$ cat config.mk
export PLATFORM = sky130hd
export DESIGN_NAME = ch_decoder
export DESIGN_NICKNAME = d
export VERILOG_FILES = /design/src/rtl/ch_pkg.sv /design/src/rtl/ch_decoder.sv /design/src/rtl/ch_ram.sv
export VERILOG_INCLUDE_DIRS = /design/src /design/src/rtl
export SDC_FILE = /design/constraint.sdc
export NUM_CORES = 2
export LEC_CHECK = 0
export BUFFER_PORTS_ARGS = -buffer_cell sky130_fd_sc_hd__buf_2
export CORE_ASPECT_RATIO = 1.4
export CORE_MARGIN = 3
export CORE_UTILIZATION = 25
export DETAILED_ROUTE_END_ITERATION = 6
export SLEW_MARGIN = 0
export SYNTH_ARGS = -nofsm -noshare
export SYNTH_HDL_FRONTEND = slang
export SYNTH_SLANG_ARGS = --single-unit
$ cat constraint.sdc
create_clock -name CLK -period 15.4 [get_ports CLK]
set_clock_uncertainty 0.15 [all_clocks]
set_input_delay 0.77 -clock CLK [delete_from_list [all_inputs] [get_ports CLK]]
set_output_delay 0.77 -clock CLK [all_outputs]
set_load 0.005 [all_outputs]
$ cat src/rtl/ch_defines.svh
/*
 Constants of the character display instruction decoder: cycle costs,
 opcode top-bit positions, field positions and reset values.
 Assumes inclusion by bare name from the design files.
*/
`ifndef CH_DEFINES_SVH
`define CH_DEFINES_SVH

// ==========================================================
// Execution costs in oscillator cycles
`define CH_CYC_CMD     8'd3
`define CH_CYC_CLEAR   8'd165
`define CH_CYC_ONE     8'd1

// ==========================================================
// Opcode classes, named by the highest set bit
`define CH_OP_CLEAR    0
`define CH_OP_HOME     1
`define CH_OP_ENTRY    2
`define CH_OP_DISP     3
`define CH_OP_SHIFT    4
`define CH_OP_FUNC     5
`define CH_OP_CG       6
`define CH_OP_DD       7
`define CH_OP_NOP      8'h00

// ==========================================================
// Field positions inside command and control bytes
`define CH_B_DL        4
`define CH_B_M         2
`define CH_B_H         0
`define CH_B_ID        1
`define CH_B_S         0
`define CH_B_D         2
`define CH_B_C         1
`define CH_B_B         0
`define CH_B_SC        3
`define CH_B_RL        2
`define CH_B_L         0
`define CH_B_P         1
`define CH_B_Q         0
`define CH_B_IM        2
`define CH_B_IB        1
`define CH_B_CO        7
`define CH_B_RS        6
`define CH_CG_MSB      5
`define CH_PTR_MSB     6
`define CH_EXT_RSV_LSB 4

// ==========================================================
// Values
`define CH_CTRL_ZERO   6'h00
`define CH_BLANK_CHAR  8'h20
`define CH_DISPLAY_RAM_SIZE  7'h50
`define CH_PTR_ONE     7'h01
`define CH_PTR_ZERO    7'h00
`define CH_SEL_DISPLAY_RAM   1'b0
`define CH_SEL_GLYPH_RAM   1'b1
`define CH_MODE_RST    13'h1200

`endif

$ cat src/rtl/ch_pkg.sv
/*
 Types of the character display instruction decoder.
 Assumes nothing beyond a SystemVerilog compiler.
*/
package ch_pkg;

    // ==========================================================
    // Sequencer states
    typedef enum logic [1:0] {
        ST_IDLE,
        ST_EXEC,
        ST_READ,
        ST_CLEAR
    } ch_state_t;

    // ==========================================================
    // Parallel host strobe group
    typedef struct packed {
        logic       wr;
        logic       rd;
        logic       register_select;
        logic [7:0] data;
    } ch_host_req_t;

    // Byte stream from the two-wire bus front end
    typedef struct packed {
        logic       start;
        logic       byte_vld;
        logic       rd_req;
        logic [7:0] data;
    } ch_i2c_in_t;

    // Mode bits, first field is the top bit
    typedef struct packed {
        logic bus_width_sel;
        logic two_line;
        logic ext_set;
        logic incr;
        logic shift_en;
        logic disp_on;
        logic cursor_on;
        logic blink_on;
        logic mirror;
        logic col_rev;
        logic row_rev;
        logic icon_mode;
        logic icon_blink;
    } ch_mode_t;

endpackage

$ cat src/rtl/ch_decoder.sv
/*
 Instruction decoder and sequencer of a character display controller:
 host strobes and two-wire byte stream in, mode bits and RAM accesses out.
 Assumes host strobes synchronous to CLK, one cycle wide.
*/
`timescale 1ns/1ps
`include "ch_defines.svh"

// Function
// At power-up run screen clear, busy 165 cycles, then idle.
// Reset: increment, no shift, 8-bit, 1-line, basic set, icons and config zero.
// Reset: display, cursor and cursor blink all off.
// Host writes only instruction and data holding registers, latched before execution.
// While busy, only the busy/pointer read is served.
// Busy is 1 during execution; commands arriving while busy are dropped.
// Host polls busy or waits the longest execution time.
// Two-wire control byte: continuation bit, select bit, six zeros, then byte.
// Two-wire read/write comes from the slave address direction.
// Code 0x00 idles 3 cycles; function set loads width, lines, set select.
// Select 0 read returns busy in bit 7, pointer below, no cost; in the last cycle of a data read the RAM byte is returned instead.
// Select 1 reads or writes the addressed RAM byte in 3 cycles.
// Basic 0x01 blanks the screen, pointer to display address 0, 165 cycles.
// Basic 0x02 homes pointer and shift, RAM kept, 3 cycles.
// Entry mode loads step direction and shift enable for data accesses.
// Display control loads display, cursor, blink; display off powers down.
// Cursor/display shift by bit 3, direction bit 2, RAM unchanged.
// Glyph address loads six bits keeping bit 6; display address loads seven.
// Extended set loads mirroring, column/row order, icon mode and blink.
// Host never issues reserved extended codes.
// Each data write steps the pointer by one up or down.
// With shift enabled the display shifts within the data write.
// Clear writes 0x20 everywhere, forces increment, keeps shift enable; the walk writes display bytes 0x00 to 0x4F only.
// Return home keeps step direction and shift enable.
// Continuation 1: control byte follows; 0: only data bytes follow.
// Reserved codes change no mode, pointer or RAM.
module ch_decoder
    import ch_pkg::*;
(
    input  wire logic          CLK,
    input  wire logic          RST_N,
    input  wire ch_host_req_t  HOST_REQ,
    input  wire ch_i2c_in_t    I2C_IN,
    output logic               BUSY,
    output logic               RD_VALID,
    output logic [7:0]         RD_DATA,
    output ch_mode_t           MODE,
    output logic [6:0]         RAM_POINTER,
    output logic [6:0]         DISP_SHIFT,
    output logic               PWR_DOWN
);

    // ==========================================================
    // State
    ch_state_t  state_ff,      nxt_state;
    logic [7:0] cnt_ff,        nxt_cnt;
    logic [6:0] ptr_ff,        nxt_ptr;
    logic       gsel_ff,       nxt_gsel;
    logic [6:0] shift_ff,      nxt_shift;
    logic [6:0] clr_ff,        nxt_clr;
    ch_mode_t   mode_ff,       nxt_mode;
    logic       busy_ff;
    logic       rdv_ff,        nxt_rdv;
    logic [7:0] rd_data_ff,    nxt_rdata;
    logic       pwr_ff;
    logic [7:0] ihr_ff;
    logic [7:0] dhr_ff;
    logic       data_ff;
    logic       expect_ctrl_ff;
    logic       i2c_rs_ff;
    logic       i2c_co_ff;
    logic [7:0] mem_rdata;

    function automatic logic top_is(input logic [7:0] v, input int k);
        return (v >> k) == 8'h01;
    endfunction

    // ==========================================================
    // Two-wire byte parsing
    // control byte check
    wire i2c_ctrl_ok = I2C_IN.data[5:0] == `CH_CTRL_ZERO;
    wire i2c_is_ctrl = I2C_IN.byte_vld & expect_ctrl_ff;
    wire i2c_wr      = I2C_IN.byte_vld & ~expect_ctrl_ff;

    // continuation handling
    always_ff @(posedge CLK or negedge RST_N) begin
        if (!RST_N) begin
            expect_ctrl_ff <= 1'b1;
            i2c_rs_ff      <= 1'b0;
            i2c_co_ff      <= 1'b0;
        end else if (I2C_IN.start) begin
            expect_ctrl_ff <= 1'b1;
        end else if (i2c_is_ctrl && i2c_ctrl_ok) begin
            expect_ctrl_ff <= 1'b0;
            i2c_rs_ff      <= I2C_IN.data[`CH_B_RS];
            i2c_co_ff      <= I2C_IN.data[`CH_B_CO];
        end else if (i2c_wr) begin
            expect_ctrl_ff <= i2c_co_ff;
        end
    end

    // ==========================================================
    // Request merge; parallel strobes win a same-cycle clash
    wire       par_act  = HOST_REQ.wr | HOST_REQ.rd;
    wire       req_wr   = par_act ? HOST_REQ.wr : i2c_wr;
    // direction from which strobe arrives, not the control byte
    wire       req_rd   = par_act ? HOST_REQ.rd : I2C_IN.rd_req;
    wire       req_rs   = par_act ? HOST_REQ.register_select : i2c_rs_ff;
    wire [7:0] req_data = par_act ? HOST_REQ.data : I2C_IN.data;

    // only the status read passes while busy
    wire idle     = state_ff == ST_IDLE;
    wire bf_read  = req_rd & ~req_rs;
    wire acc_cmd  = idle & req_wr & ~req_rs;
    wire acc_dwr  = idle & req_wr & req_rs;
    wire acc_drd  = idle & req_rd & req_rs & ~req_wr;

    // ==========================================================
    // Decode from the instruction holding register
    wire [7:0] c        = ihr_ff;
    wire       st_exec  = state_ff == ST_EXEC;
    wire       st_read  = state_ff == ST_READ;
    wire       st_clear = state_ff == ST_CLEAR;
    wire       first    = st_exec & (cnt_ff == `CH_CYC_CMD);
    wire       last     = cnt_ff == `CH_CYC_ONE;
    wire       do_cmd   = first & ~data_ff;
    wire       do_dwr   = first & data_ff;
    wire       ext      = mode_ff.ext_set;
    wire       do_clear = do_cmd & ~ext & top_is(c, `CH_OP_CLEAR);
    wire       clr_wr   = st_clear & (clr_ff < `CH_DISPLAY_RAM_SIZE);

    // Pointer and shift steps
    wire [6:0] ptr_up    = ptr_ff + `CH_PTR_ONE;
    wire [6:0] ptr_dn    = ptr_ff - `CH_PTR_ONE;
    wire [6:0] step_ptr  = mode_ff.incr ? ptr_up : ptr_dn;
    wire [6:0] shift_up  = shift_ff + `CH_PTR_ONE;
    wire [6:0] shift_dn  = shift_ff - `CH_PTR_ONE;
    wire [6:0] step_shft = mode_ff.incr ? shift_up : shift_dn;

    // ==========================================================
    // RAM port; clear walk owns the port while it runs
    wire       mem_we    = clr_wr | do_dwr;
    wire [7:0] mem_addr  = st_clear ? {`CH_SEL_DISPLAY_RAM, clr_ff} : {gsel_ff, ptr_ff};
    wire [7:0] mem_wdata = st_clear ? `CH_BLANK_CHAR : dhr_ff;

    ch_ram u_ram (
        .clk      (CLK),
        .we       (mem_we),
        .re       (acc_drd),
        .addr     (mem_addr),
        .wdata    (mem_wdata),
        .rdata_ff (mem_rdata)
    );

    // ==========================================================
    // Next-state logic
    always_comb begin
        nxt_state = state_ff;
        nxt_cnt   = cnt_ff;
        nxt_ptr   = ptr_ff;
        nxt_gsel  = gsel_ff;
        nxt_shift = shift_ff;
        nxt_clr   = clr_ff;
        nxt_mode  = mode_ff;
        nxt_rdv   = 1'b0;
        nxt_rdata = rd_data_ff;
        // status read, no execution cost
        if (bf_read) begin
            nxt_rdata = {busy_ff, ptr_ff};
            nxt_rdv   = 1'b1;
        end
        case (state_ff)
            ST_IDLE: begin
                // accepted work raises busy
                if (acc_cmd || acc_dwr) begin
                    nxt_state = ST_EXEC;
                    nxt_cnt   = `CH_CYC_CMD;
                end else if (acc_drd) begin
                    // read steps the pointer like a write
                    nxt_state = ST_READ;
                    nxt_cnt   = `CH_CYC_CMD;
                    nxt_ptr   = step_ptr;
                    if (mode_ff.shift_en) begin
                        nxt_shift = step_shft;
                    end
                end
            end
            ST_EXEC: begin
                nxt_cnt = cnt_ff - `CH_CYC_ONE;
                if (last) begin
                    nxt_state = ST_IDLE;
                end
                if (do_dwr) begin
                    // step after write
                    nxt_ptr = step_ptr;
                    // shift with write
                    if (mode_ff.shift_en) begin
                        nxt_shift = step_shft;
                    end
                end else if (do_cmd) begin
                    // function set in both sets; 0x00 falls through
                    if (top_is(c, `CH_OP_FUNC)) begin
                        nxt_mode.bus_width_sel = c[`CH_B_DL];
                        nxt_mode.two_line      = c[`CH_B_M];
                        nxt_mode.ext_set       = c[`CH_B_H];
                    end else if (!ext) begin
                        if (do_clear) begin
                            // clear walk, pointer home
                            nxt_state = ST_CLEAR;
                            nxt_cnt   = `CH_CYC_CLEAR - `CH_CYC_ONE;
                            nxt_clr   = `CH_PTR_ZERO;
                            nxt_ptr   = `CH_PTR_ZERO;
                            nxt_gsel  = `CH_SEL_DISPLAY_RAM;
                            nxt_shift = `CH_PTR_ZERO;
                            // increment forced, shift enable kept
                            nxt_mode.incr = 1'b1;
                        end else if (top_is(c, `CH_OP_HOME)) begin
                            // home pointer and shift
                            // entry bits untouched
                            nxt_ptr   = `CH_PTR_ZERO;
                            nxt_gsel  = `CH_SEL_DISPLAY_RAM;
                            nxt_shift = `CH_PTR_ZERO;
                        end else if (top_is(c, `CH_OP_ENTRY)) begin
                            // entry mode
                            nxt_mode.incr     = c[`CH_B_ID];
                            nxt_mode.shift_en = c[`CH_B_S];
                        end else if (top_is(c, `CH_OP_DISP)) begin
                            // display control
                            nxt_mode.disp_on   = c[`CH_B_D];
                            nxt_mode.cursor_on = c[`CH_B_C];
                            nxt_mode.blink_on  = c[`CH_B_B];
                        end else if (top_is(c, `CH_OP_SHIFT)) begin
                            // cursor move or display shift
                            if (c[`CH_B_SC]) begin
                                nxt_shift = c[`CH_B_RL] ? shift_dn : shift_up;
                            end else begin
                                nxt_ptr = c[`CH_B_RL] ? ptr_up : ptr_dn;
                            end
                        end else if (top_is(c, `CH_OP_CG)) begin
                            // six bits, pointer bit 6 kept
                            nxt_ptr  = {ptr_ff[`CH_PTR_MSB], c[`CH_CG_MSB:0]};
                            nxt_gsel = `CH_SEL_GLYPH_RAM;
                        end else if (top_is(c, `CH_OP_DD)) begin
                            // full display address
                            nxt_ptr  = c[`CH_PTR_MSB:0];
                            nxt_gsel = `CH_SEL_DISPLAY_RAM;
                        end
                    end else begin
                        // extended set
                        // 0x01 and codes from 0x10 up change nothing
                        if (top_is(c, `CH_OP_HOME)) begin
                            nxt_mode.mirror = c[`CH_B_L];
                        end else if (top_is(c, `CH_OP_ENTRY)) begin
                            nxt_mode.col_rev = c[`CH_B_P];
                            nxt_mode.row_rev = c[`CH_B_Q];
                        end else if (top_is(c, `CH_OP_DISP) && !c[`CH_B_B]) begin
                            nxt_mode.icon_mode  = c[`CH_B_IM];
                            nxt_mode.icon_blink = c[`CH_B_IB];
                        end
                    end
                end
            end
            ST_READ: begin
                nxt_cnt = cnt_ff - `CH_CYC_ONE;
                if (last) begin
                    // Data answer wins over a status read in the same cycle
                    nxt_state = ST_IDLE;
                    nxt_rdata = mem_rdata;
                    nxt_rdv   = 1'b1;
                end
            end
            ST_CLEAR: begin
                nxt_cnt = cnt_ff - `CH_CYC_ONE;
                if (clr_wr) begin
                    nxt_clr = clr_ff + `CH_PTR_ONE;
                end
                if (last) begin
                    nxt_state = ST_IDLE;
                end
            end
            default: begin
                nxt_state = ST_IDLE;
            end
        endcase
    end

    // ==========================================================
    // Sequencer registers
    // reset lands in the clear walk with its full cost
    // reset mode value
    always_ff @(posedge CLK or negedge RST_N) begin
        if (!RST_N) begin
            state_ff   <= ST_CLEAR;
            cnt_ff     <= `CH_CYC_CLEAR;
            clr_ff     <= `CH_PTR_ZERO;
            ptr_ff     <= `CH_PTR_ZERO;
            gsel_ff    <= `CH_SEL_DISPLAY_RAM;
            shift_ff   <= `CH_PTR_ZERO;
            mode_ff    <= `CH_MODE_RST;
            busy_ff    <= 1'b1;
            pwr_ff     <= 1'b1;
            rdv_ff     <= 1'b0;
            rd_data_ff <= `CH_OP_NOP;
        end else begin
            state_ff   <= nxt_state;
            cnt_ff     <= nxt_cnt;
            clr_ff     <= nxt_clr;
            ptr_ff     <= nxt_ptr;
            gsel_ff    <= nxt_gsel;
            shift_ff   <= nxt_shift;
            mode_ff    <= nxt_mode;
            busy_ff    <= nxt_state != ST_IDLE;
            pwr_ff     <= ~nxt_mode.disp_on;
            rdv_ff     <= nxt_rdv;
            rd_data_ff <= nxt_rdata;
        end
    end

    // holding registers load only on acceptance
    always_ff @(posedge CLK or negedge RST_N) begin
        if (!RST_N) begin
            ihr_ff  <= `CH_OP_NOP;
            dhr_ff  <= `CH_OP_NOP;
            data_ff <= 1'b0;
        end else if (acc_cmd || acc_dwr) begin
            ihr_ff  <= acc_cmd ? req_data : ihr_ff;
            dhr_ff  <= acc_dwr ? req_data : dhr_ff;
            data_ff <= acc_dwr;
        end
    end

    // Outputs straight from flops
    assign BUSY        = busy_ff;
    assign RD_VALID    = rdv_ff;
    assign RD_DATA     = rd_data_ff;
    assign MODE        = mode_ff;
    assign RAM_POINTER = ptr_ff;
    assign DISP_SHIFT  = shift_ff;
    assign PWR_DOWN    = pwr_ff;
endmodule

$ cat src/rtl/ch_ram.sv
/*
 Single-port byte memory holding display RAM and glyph RAM.
 Assumes one access per cycle; read data come from a register.
*/
`timescale 1ns/1ps

module ch_ram (
    input  wire logic       clk,
    input  wire logic       we,
    input  wire logic       re,
    input  wire logic [7:0] addr,
    input  wire logic [7:0] wdata,
    output logic      [7:0] rdata_ff
);

    logic [7:0] mem [0:255];

    // ==========================================================
    // Storage; no reset, display bytes 0x00 to 0x4F are defined by the clear walk
    always_ff @(posedge clk) begin
        if (we) begin
            mem[addr] <= wdata;
        end
    end

    // Read port holds its word until the next read
    always_ff @(posedge clk) begin
        if (re) begin
            rdata_ff <= mem[addr];
        end
    end

endmodule

## Word level (Yosys, flattened, before mapping)

Memories as Yosys holds them, arrays and structs flattened. A register that Yosys moved wholly into a read port is not among the register bits.
Index checks and enable logic that the tools add are counted.
Widths: inputs -> output; s select.

- Bits in registers: 76
- Bits in writable memories: 2048
- Input port bits: 24
- Output and inout bits: 38
- Word-level logic and storage cells: 229
- Memories kept: 1

- Add/sub/neg operators: 6
- Order comparisons: 1
- Eq/ne operators: 36
- Multiplexer cells: 98
- Bitwise logic cells: 29
- Reductions and logical operators: 28

Memories:

| name | words | bits a word | read ports | clocked after Yosys merged registers in | wr ports | line | source |
|---|---|---|---|---|---|---|---|
| u_ram.mem | 256 | 8 | 1 | 1 | 1 | ch_ram.sv:16 | `logic [7:0] mem [0:255];` |

Operators by type and width:

| cell | number |
|---|---|
| $mux 7 | 37 |
| $mux 8 | 17 |
| $pmux 7 s2 | 3 |
| $mux 2 | 12 |
| $pmux 8 s3 | 1 |
| $add 7x1->7 const B | 3 |
| $reduce_and 7->1 | 3 |
| $mux 1 | 20 |
| $reduce_and 10->1 | 2 |
| $reduce_and 9->1 | 2 |
| $eq 8x1->1 const B | 2 |
| $reduce_and 8->1 | 2 |
| $and 1x1->1 | 15 |
| $sub 7x1->7 const B | 2 |
| $mux 3 | 4 |
| $ne 6x5->1 const B | 2 |
| $not 1->1 | 12 |
| $reduce_and 11->1 | 1 |
| $mux 5 | 2 |
| $ne 2x2->1 const B | 5 |
| $ne 5x5->1 const B | 2 |
| $ne 3x3->1 const B | 3 |
| $eq 8x2->1 const B | 1 |
| $ne 2x1->1 const B | 4 |
| other kinds (30) | 41 |

## Depth between registers and ports, before layout

- Depth in word-level cells: 13
- Mapped depth: 12

## Cells and area by module

From an unflattened synthesis, not the netlist that was laid out.

- Cell total of the unflattened synthesis: 4082
- Area total of the unflattened synthesis: 83337.4 sq um

Modules (own cells, without submodules):

| module | times used | cells each | area each (sq um) | seq. area each (sq um) |
|---|---|---|---|---|
| ch_ram | 1 | 3547 | 78572.9 | 61739.2 |
| ch_decoder | 1 | 535 | 4764.6 | 1915.6 |

## Worst setup path after synthesis

OpenSTA, ideal clock, no wires.

- Path kind: reg-to-reg
- Start: register state_ff[0]
- End: memory u_ram.mem[0][0], data pin
- Library setup time: 0.870 ns
- Data arrival time: 4.256 ns
- Required time: 14.380 ns
- Path slack: 10.124 ns
- Cell stages (with the launch flop): 5
- Path through: dfstp_2 > nand2_1 > clkbuf_1 > clkbuf_1 > and2_1

- Cells in the longest elaborated chain, start to end: 2

Ends and longest elaborated chain:

| what | line | source |
|---|---|---|
| start, declared | ch_decoder.sv:54 | `ch_state_t state_ff, nxt_state;` |
| start signal, assigned | ch_decoder.sv:304 | `state_ff <= nxt_state;` |
| $eq 2x2->1 | ch_decoder.sv:122 | `wire st_clear = state_ff == ST_CLEAR;` |
| $mux 8 | ch_decoder.sv:143 | `` wire [7:0] mem_wdata = st_clear ? `CH_BLANK_CHAR : dhr_ff; `` |
| via mem_wdata[0] | ch_decoder.sv:143 |  |
| end, declared | ch_ram.sv:16 |  |

The timed path passes the listed nets, and every way through them passes these cells.

## Worst setup path in the final report

- Start: register state_ff[0]
- End: register u_ram.rdata_ff[6] (read register of u_ram.mem), data pin

- Cells in the longest elaborated chain, start to end: 4

Ends and longest elaborated chain:

| what | line | source |
|---|---|---|
| $logic_not 2->1 | ch_decoder.sv:111 | `wire idle = state_ff == ST_IDLE;` |
| $and 1x1->1 (3 in a row) | ch_decoder.sv:115 | `wire acc_drd = idle & req_rd & req_rs & ~req_wr;` |
| end, declared | ch_ram.sv:13 | `output logic [7:0] rdata_ff` |

Parallel ways exist; a longest one is shown, timed or not.
A chain may end at the register's enable or synchronous reset.

==> qor.txt <==
YOSYS
--------------------------------------------------------------------------------
Syn_nets                                                                   4,639
Largest area contributor in the synthesized netlist                 sky130_fd_sc_hd__edfxtp_1
Area share of the largest cell type after synthesis                        0.771
Synthesized area divided by synthesized cell count                    17.4 sq um
Combinational family with the most area after synthesis             compound AO/OA/AOI/OAI gates
Fraction of synthesized cell area in xor and xnor cells                  0.00131
Adder-cell share of the synthesized area                                 0.00125
Register bit total from synthesis                                          2,132
Distinct cells, synth                                                         59
Top cells by area in the synthesized netlist                        sky130_fd_sc_hd__edfxtp_1 77%, sky130_fd_sc_hd__a221oi_1 5.6%, sky130_fd_sc_hd__a22o_1 5.6%
Multiplexer area fraction after synthesis                                0.00434
Cell area after synthesis                                           80,100 sq um
Most used flip-flop cell after synthesis                            sky130_fd_sc_hd__edfxtp_1
Share of synthesized cell area in and, or, nand and nor gates             0.0336
Complex-gate fraction of the synthesized area                              0.146
Number of enable flip-flop cells after synthesis                           2,056
Syn. warnings                                                                  0
Sequential fraction of the synthesis area                                  0.795
Post-synthesis async set-or-reset flop share                              0.0356
Number of instances in the synthesized netlist                             4,607

TIMING
--------------------------------------------------------------------------------
Number of setup violations in the final report                                 0
Slew Limit Headroom                                                        0.139
Final worst hold slack                                                   69.1 ps
Final Critical Period                                                    6040 ps
RSZ-0062 raised after global routing                                       false
Fin Setup TNS                                                               0 ps
Worst-Margin Slew                                                        1290 ps
Number of max-slew violations in the final report                              0
Post-route fraction of the period consumed by the critical path            0.392
Hold Violations, Final                                                         0
Highest clock frequency the design can meet                              166 MHz

WORST HOLD PATH
--------------------------------------------------------------------------------
Min-Delay Path Class                                                      in2reg

WORST SETUP PATH
--------------------------------------------------------------------------------
Endpoint required time on the critical path                            15,950 ps
Max FO, Critical Path                                                         76
Data arrival at the endpoint of the critical path                        6580 ps
Element type at the critical path end                                       flop
Setup crit start kind                                                       flop
Setup Crit Path Kind                                                     reg2reg

PWR
--------------------------------------------------------------------------------
Max rail drop VDD                                                      0.0782 mV
Cell Pwr Density                                                     121 nW/um^2
Leakage                                                                0.0262 uW

GLOBAL ROUTING
--------------------------------------------------------------------------------
Via count of the first global-routing pass                                45,229
Grt total ovfl                                                                 0
Number of antenna violations at the first check in global routing              3
Global-route wire length before repair                              318,000 microns
Pin count of the biggest net entering global routing                         193
Overall routing resource usage                                             0.128

DIE
--------------------------------------------------------------------------------
Total Die Area                                                      327,000 sq um
Starting density of the core                                               0.252
Die width                                                            484 microns
Core Region                                                         318,000 sq um
Boundary Pins                                                                 62
Cell row count                                                               245
Vert. Die Dim                                                        676 microns

DETAILED ROUTING
--------------------------------------------------------------------------------
Total routed wirelength                                             219,000 microns
Vias per Instance                                                           5.07
Total number of vias                                                      45,296
Drt first-iter violations                                                  5,048
DRC viols                                                                      0
Average wire length per cell after detail routing                   24.6 microns
First-pass DRT Iterations                                                      6
Final ANT Viol Nets                                                            0

FINAL LAYOUT
--------------------------------------------------------------------------------
Total area of multi-input combinational cells                       15,100 sq um
Area occupied by registers                                          63,700 sq um
Area added between synthesis and finish                                    13.7%
Number of nets in the finished design                                      4,617
Filler instances                                                          31,080
Fraction of final layout cells with drive strength greater than 1         0.0952

CLOCK NETWORK
--------------------------------------------------------------------------------
CTS sink cnt                                                               2,132
Clock transition at path regs                                              70 ps
TritonCTS clock tree                                                       built
Number of buffers added for setup after CTS                                    0
Number of levels the H-tree was split into                                     4
Clock latency on the worst-skew pair                                      820 ps
Clock buffers created by TritonCTS                                           187
CTS Buffer Depth                                                               4
Root cell of the clock tree                                         sky130_fd_sc_hd__clkbuf_16

PLACEMENT
--------------------------------------------------------------------------------
Final estimated routing congestion in global placement                     0.860
Dpl hpwl                                                            130,000 microns
Port Buffers                                                                  61

RUN
--------------------------------------------------------------------------------
Number of max-cap violations                                                   0

OUTCOME
--------------------------------------------------------------------------------
Status                                                              finished clean

==> kinds of logic (layout without fill, tap and decap cells) <==
logic type / Yosys count / in the layout
buffers and inverters: 368 / 488
other: 0 / 1
XOR/XNOR: 12 / 12
AND/OR/NAND/NOR: 597 / 597
multiplexers: 33 / 33
AO/OA/AOI/OAI: 1457 / 1457
adder cells (fa/ha/maj): 8 / 8
flip-flops: 2132 / 2132
==> cells in the mapped netlist, drive strengths merged (9+ instances only) <==
cell,number
a21oi,40
nand4,14
and2,16
nand3b,11
edfxtp,2056
o21ai,51
nor4,69
o22ai,264
nand2,120
dfstp,11
mux2i,19
nand3,18
nor2,308
dfrtp,65
a22o,513
a21boi,19
a221oi,513
o31ai,14
buf,135
clkbuf,213
a31oi,9
inv,20
mux2,14
==> state kept, by name (all words and copies together), names as in the netlist, 2 cells and up <==
signal and cells:
RD_DATA 8, cnt_ff 8, DISP_SHIFT 7, u_ram.rdata_ff 8, c 8, state_ff 2, MODE 12, u_ram.mem 2048
dhr_ff 8, clr_ff 7, RAM_POINTER 7
==> cells in the final DEF, fill, tap and decap left out, types with 28 or more instances in the layout <==
cell type	instances
sky130_fd_sc_hd__nor4_1	68
sky130_fd_sc_hd__o22ai_1	264
sky130_fd_sc_hd__clkbuf_16	191
sky130_fd_sc_hd__clkinv_2	28
sky130_fd_sc_hd__dfrtp_1	65
sky130_fd_sc_hd__o21ai_0	48
sky130_fd_sc_hd__a221oi_1	513
sky130_fd_sc_hd__buf_4	69
sky130_fd_sc_hd__clkbuf_1	29
sky130_fd_sc_hd__clkinv_1	45
sky130_fd_sc_hd__nand2_1	106
sky130_fd_sc_hd__buf_2	60
sky130_fd_sc_hd__a21oi_1	40
sky130_fd_sc_hd__edfxtp_1	2056
sky130_fd_sc_hd__a22o_1	513
sky130_fd_sc_hd__nor2_1	308
==> path summary, 6_finish.rpt <==
check / end / from / depth (start not counted) / slack [ps]
max: u_ram.rdata_ff[6] / state_ff[0] / 11 / 9360
min: i2c_co_ff / I2C_IN[7] / 2 / 70
max reg2reg: u_ram.rdata_ff[6] / state_ff[0] / 11 / 9360
min reg2reg: DISP_SHIFT[6] / DISP_SHIFT[6] / 1 / 330
max in group asynchronous: cnt_ff[6] / RST_N / 2 / 13940
min in group asynchronous: DISP_SHIFT[0] / RST_N / 2 / 480
==> repair_timing <==
item                      4_1_cts  5_1_grt
hold endpoints to repair       65        0
hold buffers                    1        0
resized for setup               0        0
==> layer usage <==
metal | vias up | GRT usage | part of all wire
met4 | 4 | 0.0612 | 0.052
met1 | 23380 | 0.154 | 0.37
met5 | - | 0 | 0.00012
li1 | 19345 | - | -
met2 | 2117 | 0.227 | 0.51
met3 | 450 | 0.0161 | 0.066
==> report_power, final <==
part           switching [uW]  internal [uW]
clock network            2080           2660
logic                    14.7           8.51
registers                5.16           6260
total                    2100           8930
==> stage by stage <==
| step | instances | util | power, uW | setup WS (ps) | instance area, sq um |
|---|---|---|---|---|---|
| 2_1_floorplan | 4607 | - | 6400 | 10120 | 80100 |
| 3_3_place_gp | 8594 | 0.267 | 6410 | 9340 | 85000 |
| 3_5_place_dp | 8594 | 0.267 | 6410 | 9310 | 85000 |
| 4_1_cts | 8926 | 0.286 | 11100 | 9320 | 91100 |
| 5_1_grt | 8927 | 0.286 | 11300 | 9110 | 91100 |
| 6_report | 8927 | 0.286 | 11000 | 9360 | 91100 |
==> final cells by class <==
type,count,area share
clock buffer,221,0.0538
sequential,2132,0.699
inverter,20,0.000824
tap,4199,0.0577
timing repair buffer,137,0.0106
clock inverter,110,0.0125
multi-input combinational,2107,0.165
antenna,1,0.0000275
==> critical path, stage by stage, from the launching register on <==
cell and delay [ps]:
sky130_fd_sc_hd__dfstp_2 660, sky130_fd_sc_hd__nand2_1 490, sky130_fd_sc_hd__o31ai_4 360, sky130_fd_sc_hd__buf_4 660, sky130_fd_sc_hd__buf_4 680, sky130_fd_sc_hd__buf_4 880
sky130_fd_sc_hd__a22o_1 270, sky130_fd_sc_hd__a221oi_1 50, sky130_fd_sc_hd__o22ai_1 380, sky130_fd_sc_hd__nor4_1 170, sky130_fd_sc_hd__a21boi_0 900, sky130_fd_sc_hd__a2111o_1 160
Note: power is estimated with default switching activity, not from simulation.
